--- config.mk ---
export PLATFORM = sky130hd
export DESIGN_NAME = ectsy_sync
export DESIGN_NICKNAME = d
export VERILOG_FILES = /design/src/rtl/ectsy_pkg.sv /design/src/rtl/ectsy_phase_if.sv /design/src/rtl/ectsy_phase_gen.sv /design/src/rtl/ectsy_sync.sv
export VERILOG_INCLUDE_DIRS = /design/src /design/src/rtl
export SDC_FILE = /design/constraint.sdc
export NUM_CORES = 1
export LEC_CHECK = 0
export BUFFER_PORTS_ARGS = -buffer_cell sky130_fd_sc_hd__buf_2
export CORE_ASPECT_RATIO = 1.1
export CORE_MARGIN = 4
export CORE_UTILIZATION = 30
export CTS_CLUSTER_DIAMETER = 60
export DETAILED_ROUTE_END_ITERATION = 8
export GPL_TIMING_DRIVEN = 0
export PLACE_DENSITY_LB_ADDON = 0.15
export REMOVE_ABC_BUFFERS = 1
export SLEW_MARGIN = 20
export SYNTH_ARGS = -nofsm -noshare
export SYNTH_HDL_FRONTEND = slang
export SYNTH_SLANG_ARGS = --single-unit
--- constraint.sdc ---
create_clock -name REF_CLK -period 1.9 [get_ports REF_CLK]
set_input_delay 0.38 -clock REF_CLK [delete_from_list [all_inputs] [get_ports REF_CLK]]
set_output_delay 0.38 -clock REF_CLK [all_outputs]
set_load 0.03 [all_outputs]
--- src/rtl/ectsy_cfg.svh ---
// Purpose: Constants for the external count clock synchroniser
// Assumes: One REF_CLK period stands for one oscillator period
// Notes: Definitions only
`ifndef ECTSY_CFG_SVH
`define ECTSY_CFG_SVH

// Ripple prescaler width and ratio select width
`define ECTSY_PRESC_W 8
`define ECTSY_RATIO_W 3

// Reset values
`define ECTSY_PRESC_RST 8'h00
`define ECTSY_LEVEL_RST 1'h0
`define ECTSY_PIN_RST 1'h0
`define ECTSY_INC_RST 1'h0

// Far side input timing, in ns (held by the external source)
`define ECTSY_UNDIV_RC_NS 20
`define ECTSY_DIV_RC_NS 40

`endif

--- src/rtl/ectsy_pkg.sv ---
// Purpose: Types for the external count clock synchroniser
// Assumes: Included after ectsy_cfg.svh
// Notes: Four internal phases per instruction cycle
package ectsy_pkg;

  typedef enum logic [1:0] {PHASE_ONE, PHASE_TWO, PHASE_THREE, PHASE_FOUR} ectsy_phase_t;

endpackage

--- src/rtl/ectsy_phase_if.sv ---
// Purpose: Phase sample strobes between phase generator and synchroniser
// Assumes: Single REF_CLK domain
// Notes: Strobes are one-cycle pulses
`timescale 1ns/10ps
interface ectsy_phase_if;
  logic phase_two_sample;
  logic phase_four_sample;

  modport gen
  (
    output phase_two_sample,
    output phase_four_sample
  );

  modport use_side
  (
    input phase_two_sample,
    input phase_four_sample
  );
endinterface

--- src/rtl/ectsy_phase_gen.sv ---
// Purpose: Internal four-phase sequencer with sample strobes
// Assumes: Each phase lasts one REF_CLK period
// Notes: Strobes are registered
`timescale 1ns/10ps
module ectsy_phase_gen
  import ectsy_pkg::*;
(
  // Clock and reset
  input wire logic clk,
  input wire logic rst_b,
  // Strobes out
  ectsy_phase_if.gen ph
);

  ectsy_phase_t phase_q;
  ectsy_phase_t phase_d;
  logic two_q;
  logic four_q;

  always_comb
  begin
    case (phase_q)
      PHASE_ONE: phase_d = PHASE_TWO;
      PHASE_TWO: phase_d = PHASE_THREE;
      PHASE_THREE: phase_d = PHASE_FOUR;
      PHASE_FOUR: phase_d = PHASE_ONE;
      default: phase_d = PHASE_ONE;
    endcase
  end

  always_ff @(posedge clk or negedge rst_b)
  begin
    if (!rst_b)
    begin
      phase_q <= PHASE_ONE;
      two_q <= 1'h0;
      four_q <= 1'h0;
    end
    else
    begin
      phase_q <= phase_d;
      two_q <= (phase_d == PHASE_TWO);
      four_q <= (phase_d == PHASE_FOUR);
    end
  end

  assign ph.phase_two_sample = two_q;
  assign ph.phase_four_sample = four_q;

endmodule

--- src/rtl/ectsy_sync.sv ---
// Purpose: Synchroniser front end for an 8-bit timer on an external count clock
// Assumes: Pin is asynchronous to REF_CLK; timer register lives elsewhere
//   Prescaler controls come from REF_CLK logic and are not synchronised
// Notes: Ripple prescaler is modelled synchronously on REF_CLK
//   Prescaler free-runs and is not cleared when it is reassigned
//   Changing ratio or assignment in flight may add or lose one count
//
// How it works
// Without the prescaler the pin level itself is the count source ahead of synchronisation.
// The count source is sampled on the phase-two and phase-four strobes of every instruction cycle.
// The external source holds the pin high and low each for at least two oscillator periods plus 20 ns.
// With the prescaler the pin is divided by a binary counter whose chosen bit is a symmetrical output.
// With the prescaler the pin period is at least four oscillator periods plus 40 ns over the ratio.
// The timer increment is issued only after the edge has passed the phase sampling.
// One increment is issued per sampled rising transition and none while the level stays high.
`timescale 1ns/10ps
`include "ectsy_cfg.svh"
module ectsy_sync
  import ectsy_pkg::*;
(
  // Clock and reset
  input wire logic REF_CLK,
  input wire logic RST_B,
  // External count pin
  input wire logic EXT_COUNT_CLOCK_PIN,
  // Prescaler control
  input wire logic PRESC_ASSIGN,
  input wire logic [`ECTSY_RATIO_W-1:0] PRESC_RATIO,
  // To the timer
  output logic COUNT_INC,
  output logic SAMPLED_LEVEL
);

  // Strobes from the phase sequencer
  ectsy_phase_if ph_if ();

  // Pin synchroniser stages
  logic pin_meta_q;
  logic pin_meta_d;
  logic pin_sync_q;
  logic pin_sync_d;
  logic pin_prev_q;
  logic pin_prev_d;

  // Prescaler state
  logic [`ECTSY_PRESC_W-1:0] presc_q;
  logic [`ECTSY_PRESC_W-1:0] presc_d;

  // Ripple stage toggles
  wire ripple0;
  wire ripple1;
  wire ripple2;
  wire ripple3;
  wire ripple4;
  wire ripple5;
  wire ripple6;
  wire ripple7;

  // Sampled level and increment
  logic level_q;
  logic level_d;
  logic inc_q;
  logic inc_d;

  // Strobe decode
  wire strobe_two;
  wire strobe_four;
  wire sample_now;

  // Count path decode
  wire pin_rise;
  wire presc_out;
  wire count_src;
  wire src_rise;

  // Edge test shared by the pin and the sampled source
  function automatic logic rise(input logic prev, input logic cur);
    rise = cur & ~prev;
  endfunction

  // Bit k of the counter divides the pin by 2 to the k+1
  function automatic logic tap_bit(input logic [`ECTSY_PRESC_W-1:0] cnt, input logic [`ECTSY_RATIO_W-1:0] sel);
    case (sel)
      3'h0: tap_bit = cnt[0];
      3'h1: tap_bit = cnt[1];
      3'h2: tap_bit = cnt[2];
      3'h3: tap_bit = cnt[3];
      3'h4: tap_bit = cnt[4];
      3'h5: tap_bit = cnt[5];
      3'h6: tap_bit = cnt[6];
      3'h7: tap_bit = cnt[7];
      default: tap_bit = cnt[0];
    endcase
  endfunction

  // Four-phase sequencer, one REF_CLK per phase
  ectsy_phase_gen u_phase
  (
    .clk(REF_CLK),
    .rst_b(RST_B),
    .ph(ph_if.gen)
  );

  // Two flops settle the pin before any decode sees it
  // Only the second stage reads the first
  assign pin_meta_d = EXT_COUNT_CLOCK_PIN;
  assign pin_sync_d = pin_meta_q;
  assign pin_prev_d = pin_sync_q;
  assign pin_rise = rise(pin_prev_q, pin_sync_q);

  // ripple divider stages
  assign ripple0 = pin_rise;
  assign ripple1 = ripple0 & presc_q[0];
  assign ripple2 = ripple1 & presc_q[1];
  assign ripple3 = ripple2 & presc_q[2];
  assign ripple4 = ripple3 & presc_q[3];
  assign ripple5 = ripple4 & presc_q[4];
  assign ripple6 = ripple5 & presc_q[5];
  assign ripple7 = ripple6 & presc_q[6];
  assign presc_d = presc_q ^ {ripple7, ripple6, ripple5, ripple4, ripple3, ripple2, ripple1, ripple0};

  // symmetrical tap
  assign presc_out = tap_bit(presc_q, PRESC_RATIO);

  // pin when unassigned
  assign count_src = PRESC_ASSIGN ? presc_out : pin_sync_q;

  // phase two and four
  // Strobes are two cycles apart; a shorter level may be missed
  assign strobe_two = ph_if.phase_two_sample;
  assign strobe_four = ph_if.phase_four_sample;
  assign sample_now = strobe_two | strobe_four;
  assign level_d = sample_now ? count_src : level_q;

  // one pulse per rise
  // A level that stays high gives no further pulse
  assign src_rise = rise(level_q, count_src);
  assign inc_d = sample_now & src_rise;

  // First stage, may go metastable
  always_ff @(posedge REF_CLK or negedge RST_B)
  begin
    if (!RST_B)
    begin
      pin_meta_q <= `ECTSY_PIN_RST;
    end
    else
    begin
      pin_meta_q <= pin_meta_d;
    end
  end

  // Second stage, settled pin level
  always_ff @(posedge REF_CLK or negedge RST_B)
  begin
    if (!RST_B)
    begin
      pin_sync_q <= `ECTSY_PIN_RST;
    end
    else
    begin
      pin_sync_q <= pin_sync_d;
    end
  end

  // Previous level; resets to the idle pin level
  always_ff @(posedge REF_CLK or negedge RST_B)
  begin
    if (!RST_B)
    begin
      pin_prev_q <= `ECTSY_PIN_RST;
    end
    else
    begin
      pin_prev_q <= pin_prev_d;
    end
  end

  // Prescaler runs even when unassigned
  always_ff @(posedge REF_CLK or negedge RST_B)
  begin
    if (!RST_B)
    begin
      presc_q <= `ECTSY_PRESC_RST;
    end
    else
    begin
      presc_q <= presc_d;
    end
  end

  // level moves on strobes
  always_ff @(posedge REF_CLK or negedge RST_B)
  begin
    if (!RST_B)
    begin
      level_q <= `ECTSY_LEVEL_RST;
    end
    else
    begin
      level_q <= level_d;
    end
  end

  // increment after sampling
  always_ff @(posedge REF_CLK or negedge RST_B)
  begin
    if (!RST_B)
    begin
      inc_q <= `ECTSY_INC_RST;
    end
    else
    begin
      inc_q <= inc_d;
    end
  end

  // Outputs straight from flops
  assign COUNT_INC = inc_q;
  assign SAMPLED_LEVEL = level_q;

endmodule

Word-level counts from Yosys, hierarchy flattened
Index checks and enable logic that the tools add are counted.
W data, S select, Z words.
{"block": "op_classes", "bitwise_logic": 14, "muxes": 3, "n_eq_ne": 12, "n_reduce_logical": 2}
{"operator": "$eq A3 B3 Y1 const B", "n": 4}
{"operator": "$and A1 B1 Y1", "n": 10}
{"operator": "$pmux W1 S8", "n": 1}
{"operator": "$pmux W2 S4", "n": 1}
{"operator": "$xor A8 B8 Y8", "n": 1}
{"operator": "$eq A2 B2 Y1 const B", "n": 3}
{"operator": "$eq A3 B2 Y1 const B", "n": 2}
{"operator": "$eq A2 B1 Y1 const B", "n": 2}
{"operator": "$eq A3 B1 Y1 const B", "n": 1}
{"operator": "$logic_not A3 Y1", "n": 1}
{"operator": "$logic_not A2 Y1", "n": 1}
{"operator": "$not A1 Y1", "n": 2}
{"operator": "$mux W1", "n": 1}
{"operator": "$or A1 B1 Y1", "n": 1}
{"block": "word_totals", "regBits": 17}

Longest topological paths before layout
Gate-level depths: netlist (run 1).
{"block": "depth", "word_depth": 10, "depth_mapped": 9}

Hierarchy
Synthesis (run 1) repeated with hierarchy kept, for this count alone.
{"block": "hier_totals", "hier_cells": 48, "area_unflattened_um2": 685.7}
{"mod": "ectsy_sync", "instances": 1, "cells_per_inst": 39, "area_per_inst_um2": 546.8, "seq_area_each_um2": 325.3}
{"mod": "ectsy_phase_gen", "instances": 1, "cells_per_inst": 9, "area_per_inst_um2": 138.9, "seq_area_each_um2": 100.1}

Least setup slack after synthesis (run 1)
No wires, ideal clock.
{"block": "synth_path", "kind": "flip-flop to flip-flop", "start": "register pin_sync_q, in the netlist pin_prev_d", "end": "register presc_q[7]", "t_arrival_ns": 1.847, "stages_incl_launch_ff": 10, "t_required_ns": 1.777, "slack_ns": -0.070, "n_path_buf": 0, "cell_sequence": "dfrtp_1 nor2b_1 ha_1 ha_1 ha_1 ha_1 ha_1 ha_1 ha_1 xor2_1"}
{"block": "synth_via", "elab_chain_cells": 9}
{"element": "start, declared", "line_no": "ectsy_sync.sv:40", "source": "logic pin_sync_q;"}
{"element": "start signal, assigned", "line_no": "ectsy_sync.sv:158", "source": "pin_sync_q <= `ECTSY_PIN_RST;"}
{"element": "start signal, assigned", "line_no": "ectsy_sync.sv:162", "source": "pin_sync_q <= pin_sync_d;"}
{"element": "$and A1 B1 Y1", "line_no": "ectsy_sync.sv:78", "source": "rise = cur & ~prev;"}
{"element": "$and A1 B1 Y1", "line_no": "ectsy_sync.sv:113", "source": "assign ripple1 = ripple0 & presc_q[0];"}
{"element": "$and A1 B1 Y1", "line_no": "ectsy_sync.sv:114", "source": "assign ripple2 = ripple1 & presc_q[1];"}
{"element": "$and A1 B1 Y1", "line_no": "ectsy_sync.sv:115", "source": "assign ripple3 = ripple2 & presc_q[2];"}
{"element": "$and A1 B1 Y1", "line_no": "ectsy_sync.sv:116", "source": "assign ripple4 = ripple3 & presc_q[3];"}
{"element": "$and A1 B1 Y1", "line_no": "ectsy_sync.sv:117", "source": "assign ripple5 = ripple4 & presc_q[4];"}
{"element": "$and A1 B1 Y1", "line_no": "ectsy_sync.sv:118", "source": "assign ripple6 = ripple5 & presc_q[5];"}
{"element": "$and A1 B1 Y1", "line_no": "ectsy_sync.sv:119", "source": "assign ripple7 = ripple6 & presc_q[6];"}
{"element": "$xor A8 B8 Y8", "line_no": "ectsy_sync.sv:120", "source": "assign presc_d = presc_q ^ {ripple7, ripple6, ripple5, ripple4, ripple3, ripple2, ripple1, ripple0};"}
{"element": "named net presc_d[7]", "line_no": "ectsy_sync.sv:47", "source": "logic [`ECTSY_PRESC_W-1:0] presc_d;"}
{"element": "end signal, assigned", "line_no": "ectsy_sync.sv:184", "source": "presc_q <= `ECTSY_PRESC_RST;"}
{"element": "end signal, assigned", "line_no": "ectsy_sync.sv:188", "source": "presc_q <= presc_d;"}
{"element": "end, declared", "line_no": "ectsy_sync.sv:46", "source": "logic [`ECTSY_PRESC_W-1:0] presc_q;"}
The timed path passes the listed nets, and every way through them passes these cells.
A chain may end at the register's enable or synchronous reset.

Worst setup path after layout (run 1)
Ends and elaborated chain as after synthesis.

==> summary.md, run 1 <==
| Metric | Value |
|---|---|
| Status | `finished, final reports clean` |
| First-pass GRT wire length | `approximately 1600 um` |
| CTS tree | `done` |
| Num CTS Buffers | `3` |
| Static Leak | `about 0.42 nW` |
| Synth Flop Type | `dfrtp_1` |
| Synth cell count leaders | `17 x dfrtp_1, 9 x ha_1, 4 x mux2i_1` |
| Final Cycle Share | `0.968` |
| Final Hold Viols | `0` |
| Post-synthesis compound-gate area fraction | `0.0416` |
| Max-Cap Viols | `0` |
| Clock group share of total power | `0.221` |
| Die Y | `~60 um` |
| Grt total ovfl | `0` |
| Worst hold margin | `0.200 ns` |
| Unrepaired setup endpoints after global routing | `false` |
| Critical Path Max Stage Delay | `approximately 0.39 ns` |
| Die area | `3140 um2` |
| Multiplexer share of the synthesized area | `0.0579` |
| Worst skew pair latency | `~0.28 ns` |
| Gpl congestion | `approximately 0.73` |
| Register bit total from synthesis | `17` |
| Main combinational cell family by area after synthesis | `adder cells` |
| Clk slew on worst S/H paths | `around 0.1 ns` |
| Row cnt | `17` |
| Drc violations | `0` |
| Initial antenna violation count | `0` |
| Worst slew pin tran | `around 0.37 ns` |
| Avg Cell Area, Syn | `between 10 and 15 um2` |
| Synth Instances | `48` |
| Pint | `0.590 mW` |
| Via density | `roughly 4.5` |
| H-tree Lvls | `1` |
| # setup viols final | `0` |
| Synth top area share | `0.615` |
| DR iter-0 viols | `1` |
| Post-Synth Adder-Cell Area | `0.163` |
| Largest fanout on the critical path | `2` |
| Total core area | `between 2000 and 2500 um2` |
| Worst Path Arrival | `between 2 and 2.5 ns` |
| Top cell type by total area after synthesis | `dfrtp_1` |
| P_sw | `about 0.24 mW` |
| Worst Setup End Kind | `flop` |
| # clock sinks | `17` |
| Library cells used by synthesis | `18` |
| Pins Over Slew Limit | `0` |
| Final nets | `approximately 80` |
| Top cell by count, worst path | `ha_4` |
| # diodes | `0` |
| Crit path required time | `2.08 ns` |
| Global-route usage over all layers | `0.0755` |
| Kind of critical path | `flop to flop` |
| Clock root buffer | `clkbuf_4` |
| Sw frac | `0.289` |
| Largest net degree at the start of global routing | `18` |
| DR vias | `400` |
| Initial Util | `0.329` |
| Vias in the first global route | `400` |
| Detailed Place HPWL | `723 um` |
| PwrDens | `between 900 and 1000 nW/um2` |
| CTS Buffer Depth | `2` |
| Syn. warnings | `0` |
| Post-Synthesis Cell Area | `about 700 um2` |
| Worst hold path type | `primary input to flop` |
| Final Skew | `around 0.0066 ns` |
| Flop pwr share | `0.597` |
| Top cells by area, synth | `dfrtp_1 61%, ha_1 16%, mux2i_1 5.8%, nand3b_1 2.2%, a211oi_2 1.8%` |
| Setup TNS Final | `0 ns` |
| Startpoint Class | `flop` |
| Final Critical Period | `around 1.8 ns` |
| Seq/Total Area, Yosys | `0.615` |
| Slowest CP cell | `dfrtp_1` |
| Post-Synth Simple-Gate Area | `0.0832` |
| Area Growth Syn to Fin | `29.5%` |
| Highest clock rate | `0.543 GHz` |
| First-pass iteration count of the detailed router | `2` |
| Post-DRT Antenna Nets | `0` |
| I/O Buffers | `8` |
| Number of synthesized flops with an enable pin | `0` |
| Worst vdd ir | `approximately 0.48 mV` |
| Most numerous cell in the Yosys netlist | `dfrtp_1` |
| Synth Area in XOR/XNOR | `0.0127` |
| Worst-path cell chain | `nor2b_4, ha_4, ha_4, ha_4, ha_4, ha_4, ha_4, ha_4, xor2_1` |
| Logic pwr share | `0.183` |
| Die Wd | `53.8 um` |
| Share of layout cells above drive strength 1 | `0.361` |
| Avg WL per Cell | `11.0 um` |
| Io pins | `9` |
| Fillers | `slightly below 200` |
| Slew headroom | `0.754` |
| Async SR Flop Fraction | `1.00` |
| DRT Wirelength | `slightly below 1000 um` |
==> final cells by class <==
type	count	area, um2	share of cell area
flip-flops and latches	17	425	0.475
multi-input cells	28	343	0.383
repair buffers	10	57.6	0.0642
well taps	28	35.0	0.0391
clock buffers	3	22.5	0.0251
inverters	2	7.51	0.00838
clock inverters	1	5.00	0.00559
==> power by group through the flow <==
stage	combinational [mW]	clock (mW)	sequential [mW]
5_1_grt	0.181	0.213	0.504
3_5_place_dp	0.117	0	0.478
2_1_floorplan	0.0653	0	0.473
3_3_place_gp	0.109	0	0.473
6_report	0.151	0.183	0.495
4_1_cts	0.149	0.202	0.491
==> per-stage QoR <==
step	cell area, um2	util	instances	setup slack (ns)	power [mW]
after detailed placement	756	0.359	83	-0.172	0.594
after global placement	756	0.359	83	-0.179	0.582
after global routing	896	0.425	89	0.00782	0.898
final	896	0.425	89	0.0600	0.830
after CTS	866	0.411	89	0.00617	0.842
after floorplan	681	-	47	-0.0697	0.539
==> worst max-delay path, delay by kind of cell, from the launching register on <==
kind / cells / cell delay, ns
flip-flops: 1 / 0.39
AND/OR/NAND/NOR: 1 / 0.14
XOR/XNOR: 1 / 0.15
adder cells (fa/ha/maj): 7 / 1.05
==> path summary, 6_finish.rpt <==
| path | cells after the start | to | from | slack [ns] |
|---|---|---|---|---|
| min reg2reg | 0 | pin_prev_d | pin_meta_q | 0.36 |
| min | 1 | pin_meta_q | EXT_COUNT_CLOCK_PIN | 0.20 |
| max | 9 | presc_q[7] | pin_prev_d | 0.06 |
| min in group asynchronous | 2 | u_phase.ph.phase_two_sample | RST_B | 0.53 |
| max in group asynchronous | 2 | presc_q[0] | RST_B | 1.11 |
| max reg2reg | 9 | presc_q[7] | pin_prev_d | 0.06 |
==> layout by cell type, fill, tap and decap left out, drive strengths merged, types with 2 or more instances in the layout <==
cell | synthesis | layout
buf | 1 | 9
clkbuf | 0 | 3
dfrtp | 17 | 17
ha | 9 | 9
inv | 2 | 2
mux2i | 4 | 4
nand3b | 2 | 2
nor2 | 2 | 2
==> kinds of logic after synthesis <==
kind of cell / Yosys count
flip-flops: 17
AND/OR/NAND/NOR: 10
adder cells (fa/ha/maj): 9
AO/OA/AOI/OAI: 4
multiplexers: 4
buffers and inverters: 3
XOR/XNOR: 1
==> layer usage <==
| layer | GRT usage | routed length (um) | vias up |
|---|---|---|---|
| li1 | - | - | 193 |
| met1 | 0.0969 | 470 | 198 |
| met2 | 0.100 | 453 | 9 |
| met3 | 0.0304 | 54 | 0 |
| met4 | 0.0547 | 0 | 0 |
| met5 | 0 | 0 | - |
==> what timing repair did <==
item                       CTS  global route
setup endpoints to repair    2             1
resized for setup           12             3
pin swaps                    1             0
hold buffers                 1             0
hold endpoints to repair    10             0
buffers inserted             1             0
==> state kept, by name, indices dropped and copies added (netlist names) <==
| register | cells |
|---|---|
| presc_q | 8 |
| u_phase.phase_q | 2 |
| COUNT_INC | 1 |
| SAMPLED_LEVEL | 1 |
| pin_meta_q | 1 |
| pin_prev_d | 1 |
| pin_prev_q | 1 |
| u_phase.ph.phase_four_sample | 1 |
| u_phase.ph.phase_two_sample | 1 |
No activity file was read; power rests on OpenSTA's default activity.
==> run 2: changes to the inputs <==
--- a/config.mk
+++ b/config.mk
@@ -8,11 +8,11 @@
 export LEC_CHECK = 0
 export BUFFER_PORTS_ARGS = -buffer_cell sky130_fd_sc_hd__buf_2
 export CORE_ASPECT_RATIO = 1.1
-export CORE_MARGIN = 4
 export CORE_UTILIZATION = 30
 export CTS_CLUSTER_DIAMETER = 60
 export DETAILED_ROUTE_END_ITERATION = 8
 export GPL_TIMING_DRIVEN = 0
+export MAX_ROUTING_LAYER = met4
 export PLACE_DENSITY_LB_ADDON = 0.15
 export REMOVE_ABC_BUFFERS = 1
 export SLEW_MARGIN = 20
==> run 2 against run 1 <==
  * The flow now finishes with violations (setup timing)
  * Register-to-register slack got worse by 0.06 ns
  * Via count fell by 4.0%
  * Clock-buffer cell count did not move
  * Worst hold slack got worse by 0.010 ns
  * Sequential share of layout area did not move
  * First-iteration DRC count rose by 100%
  * Design area did not move
  * Clock power barely moved
==> summary.md, run 2 (synthesized netlist as in run 1, its figures left out) <==
| Metric | Value |
|---|---|
| Status | `finished, violations left (was finished, final reports clean)` |
| Failing checks | `setup timing` |
| Initial antenna violation count | `0 (unchanged)` |
| Kind of critical path | `flop to flop (unchanged)` |
| I/O Buffers | `8 (unchanged)` |
| Number of flip-flops under the largest register name | `8 (unchanged)` |
| Worst vdd ir | `0.487 mV (was 0.479 mV)` |
| Detailed Place HPWL | `732 um (was 723 um)` |
| Biggest registers after layout | `presc_q (8), u_phase.phase_q (2) (unchanged)` |
| Io pins | `9 (unchanged)` |
| Worst Path Arrival | `2.07 ns (was 2.02 ns)` |
| Die Wd | `47.8 um (was 53.8 um)` |
| Drc violations | `0 (unchanged)` |
| Area Growth Syn to Fin | `29.5% (unchanged)` |
| # clock sinks | `17 (unchanged)` |
| Pins Over Slew Limit | `0 (unchanged)` |
| Grt total ovfl | `0 (unchanged)` |
| Post-DRT Antenna Nets | `0 (unchanged)` |
| DRT Wirelength | `987 um (was 978 um)` |
| Clk slew on worst S/H paths | `0.10 ns (about the same)` |
| Final nets | `77 (was 78)` |
| Initial Util | `0.332 (was 0.329)` |
| Avg WL per Cell | `11.2 um (was 11.0 um)` |
| Final Skew | `0.00730 ns (was 0.00660 ns)` |
| Final Cycle Share | `1.00 (was 0.968)` |
| Most frequent cells in the layout | `17 x dfrtp_1, 8 x buf_2, 7 x ha_4, 4 x mux2i_1, 3 x clkbuf_4 (unchanged)` |
| Worst hold path type | `primary input to flop (unchanged)` |
| CTS Buffer Depth | `2 (unchanged)` |
| First-pass iteration count of the detailed router | `3 (was 2)` |
| Share of layout cells above drive strength 1 | `0.367 (was 0.361)` |
| Largest net degree at the start of global routing | `18 (unchanged)` |
| First-pass GRT wire length | `1770 um (was 1630 um)` |
| Highest clock rate | `0.526 GHz (was 0.543 GHz)` |
| CTS tree | `done (unchanged)` |
| Num CTS Buffers | `3 (unchanged)` |
| # diodes | `0 (unchanged)` |
| Worst slew pin tran | `0.371 ns (was 0.368 ns)` |
| Vias in the first global route | `423 (was 400)` |
| Crit path required time | `2.07 ns (was 2.08 ns)` |
| Reg with most FFs | `presc_q (unchanged)` |
| Clock root buffer | `clkbuf_4 (unchanged)` |
| Gpl congestion | `0.739 (was 0.727)` |
| DR vias | `384 (was 400)` |
| Static Leak | `0.419 nW (was 0.424 nW)` |
| Global-route usage over all layers | `0.111 (was 0.0755)` |
| DP Cell Count | `83 (unchanged)` |
| Unrepaired setup endpoints after global routing | `true (was false)` |
| Final Critical Period | `1.90 ns (was 1.84 ns)` |
| PwrDens | `916 nW/um2 (was 927 nW/um2)` |
| Final Hold Viols | `0 (unchanged)` |
| DR iter-0 viols | `2 (was 1)` |
| Post-route insts no fill | `88 (was 89)` |
| Slack of the critical path | `-0.00230 ns (was 0.0600 ns)` |
| H-tree Lvls | `1 (unchanged)` |
| Most common cell after layout, fill and taps aside | `dfrtp_1 (unchanged)` |
| Worst skew pair latency | `0.29 ns (was 0.28 ns)` |
| Die Y | `52.4 um (was 58.4 um)` |
| Via density | `4.36 (was 4.49)` |
| Startpoint Class | `flop (unchanged)` |
| Die area | `2500 um2 (was 3140 um2)` |
| Max-Cap Viols | `0 (unchanged)` |
| Row cnt | `17 (unchanged)` |
| Dpl ws | `-0.204 ns (was -0.172 ns)` |
| Worst Setup End Kind | `flop (unchanged)` |
| Slew headroom | `0.752 (was 0.754)` |
| Largest fanout on the critical path | `4 (was 2)` |
| Total core area | `2080 um2 (was 2110 um2)` |
| # setup viols final | `1 (was 0)` |
run 2: cell count changes in the layout (fill, tap and decap cells not counted):
cell | before | now
xor2_2 | 0 | 1
buf_4 | 1 | 0
xor2_1 | 1 | 0
run 2: layer usage:
layer	GRT usage	wire, um	vias to the layer above
li1	-	-	187
met2	0.185	511	7
met5	-	0	-
met3	0.0724	56	0
met4	0.0139	0	0
met1	0.109	420	190
run 2: cell type report:
class | count | area (um2)
well taps | 28 | 35.0
multi-input cells | 28 | 350
flip-flops and latches | 17 | 425
fillers | 213 | 1190
clock buffers | 3 | 22.5
clock inverters | 1 | 5.00
inverters | 2 | 7.51
repair buffers | 9 | 50.0
run 2: through the flow:
stage	hold slack (ns)	total power, mW	util	cell area, um2	TNS (ns)
finish	0.190	0.820	0.430	896	-0.00230
global route	0.160	0.909	0.430	896	-0.0570
CTS	0.179	0.839	0.426	888	-0.0208
detailed placement	0.322	0.585	0.363	756	-0.317
global placement	0.327	0.580	0.363	756	-0.308
floorplan	0.0844	0.539	-	681	-0.0697
run 2: final timing paths:
| kind | from | endpoint | slack (ns) | cells after the start |
|---|---|---|---|---|
| setup / recovery | pin_prev_d | presc_q[7] | -0.002 | 9 |
| setup reg to reg | pin_prev_d | presc_q[7] | -0.002 | 9 |
| max in group asynchronous | RST_B | pin_prev_q | 1.10 | 2 |
| hold reg to reg | pin_meta_q | pin_prev_d | 0.36 | 0 |
| hold / removal | EXT_COUNT_CLOCK_PIN | pin_meta_q | 0.19 | 1 |
| min in group asynchronous | RST_B | presc_q[3] | 0.53 | 2 |
run 2: worst max-delay path, stage by stage, from the launching register on:
cell and delay [ns]:
dfrtp_1 0.42, nor2b_4 0.15, ha_4 0.15, ha_4 0.15, ha_4 0.15, ha_4 0.16
ha_4 0.16, ha_4 0.15, ha_4 0.15, xor2_2 0.14
run 2: what timing repair did:
action                     4_1_cts  5_1_grt
hold endpoints to repair        10        0
cloned                           0        0
setup endpoints to repair        2        1
pin swaps                        0        1
buffers inserted                 0        0
hold buffers                     1        0
resized for setup               16        1
run 2: where the power goes:
part / total (mW) / leakage [nW] / switching [mW] / internal [mW]
Combinational: 0.140 / 0.191 / 0.0641 / 0.0757
Sequential: 0.495 / 0.210 / 0.0669 / 0.429
Clock: 0.185 / 0.0177 / 0.107 / 0.0782
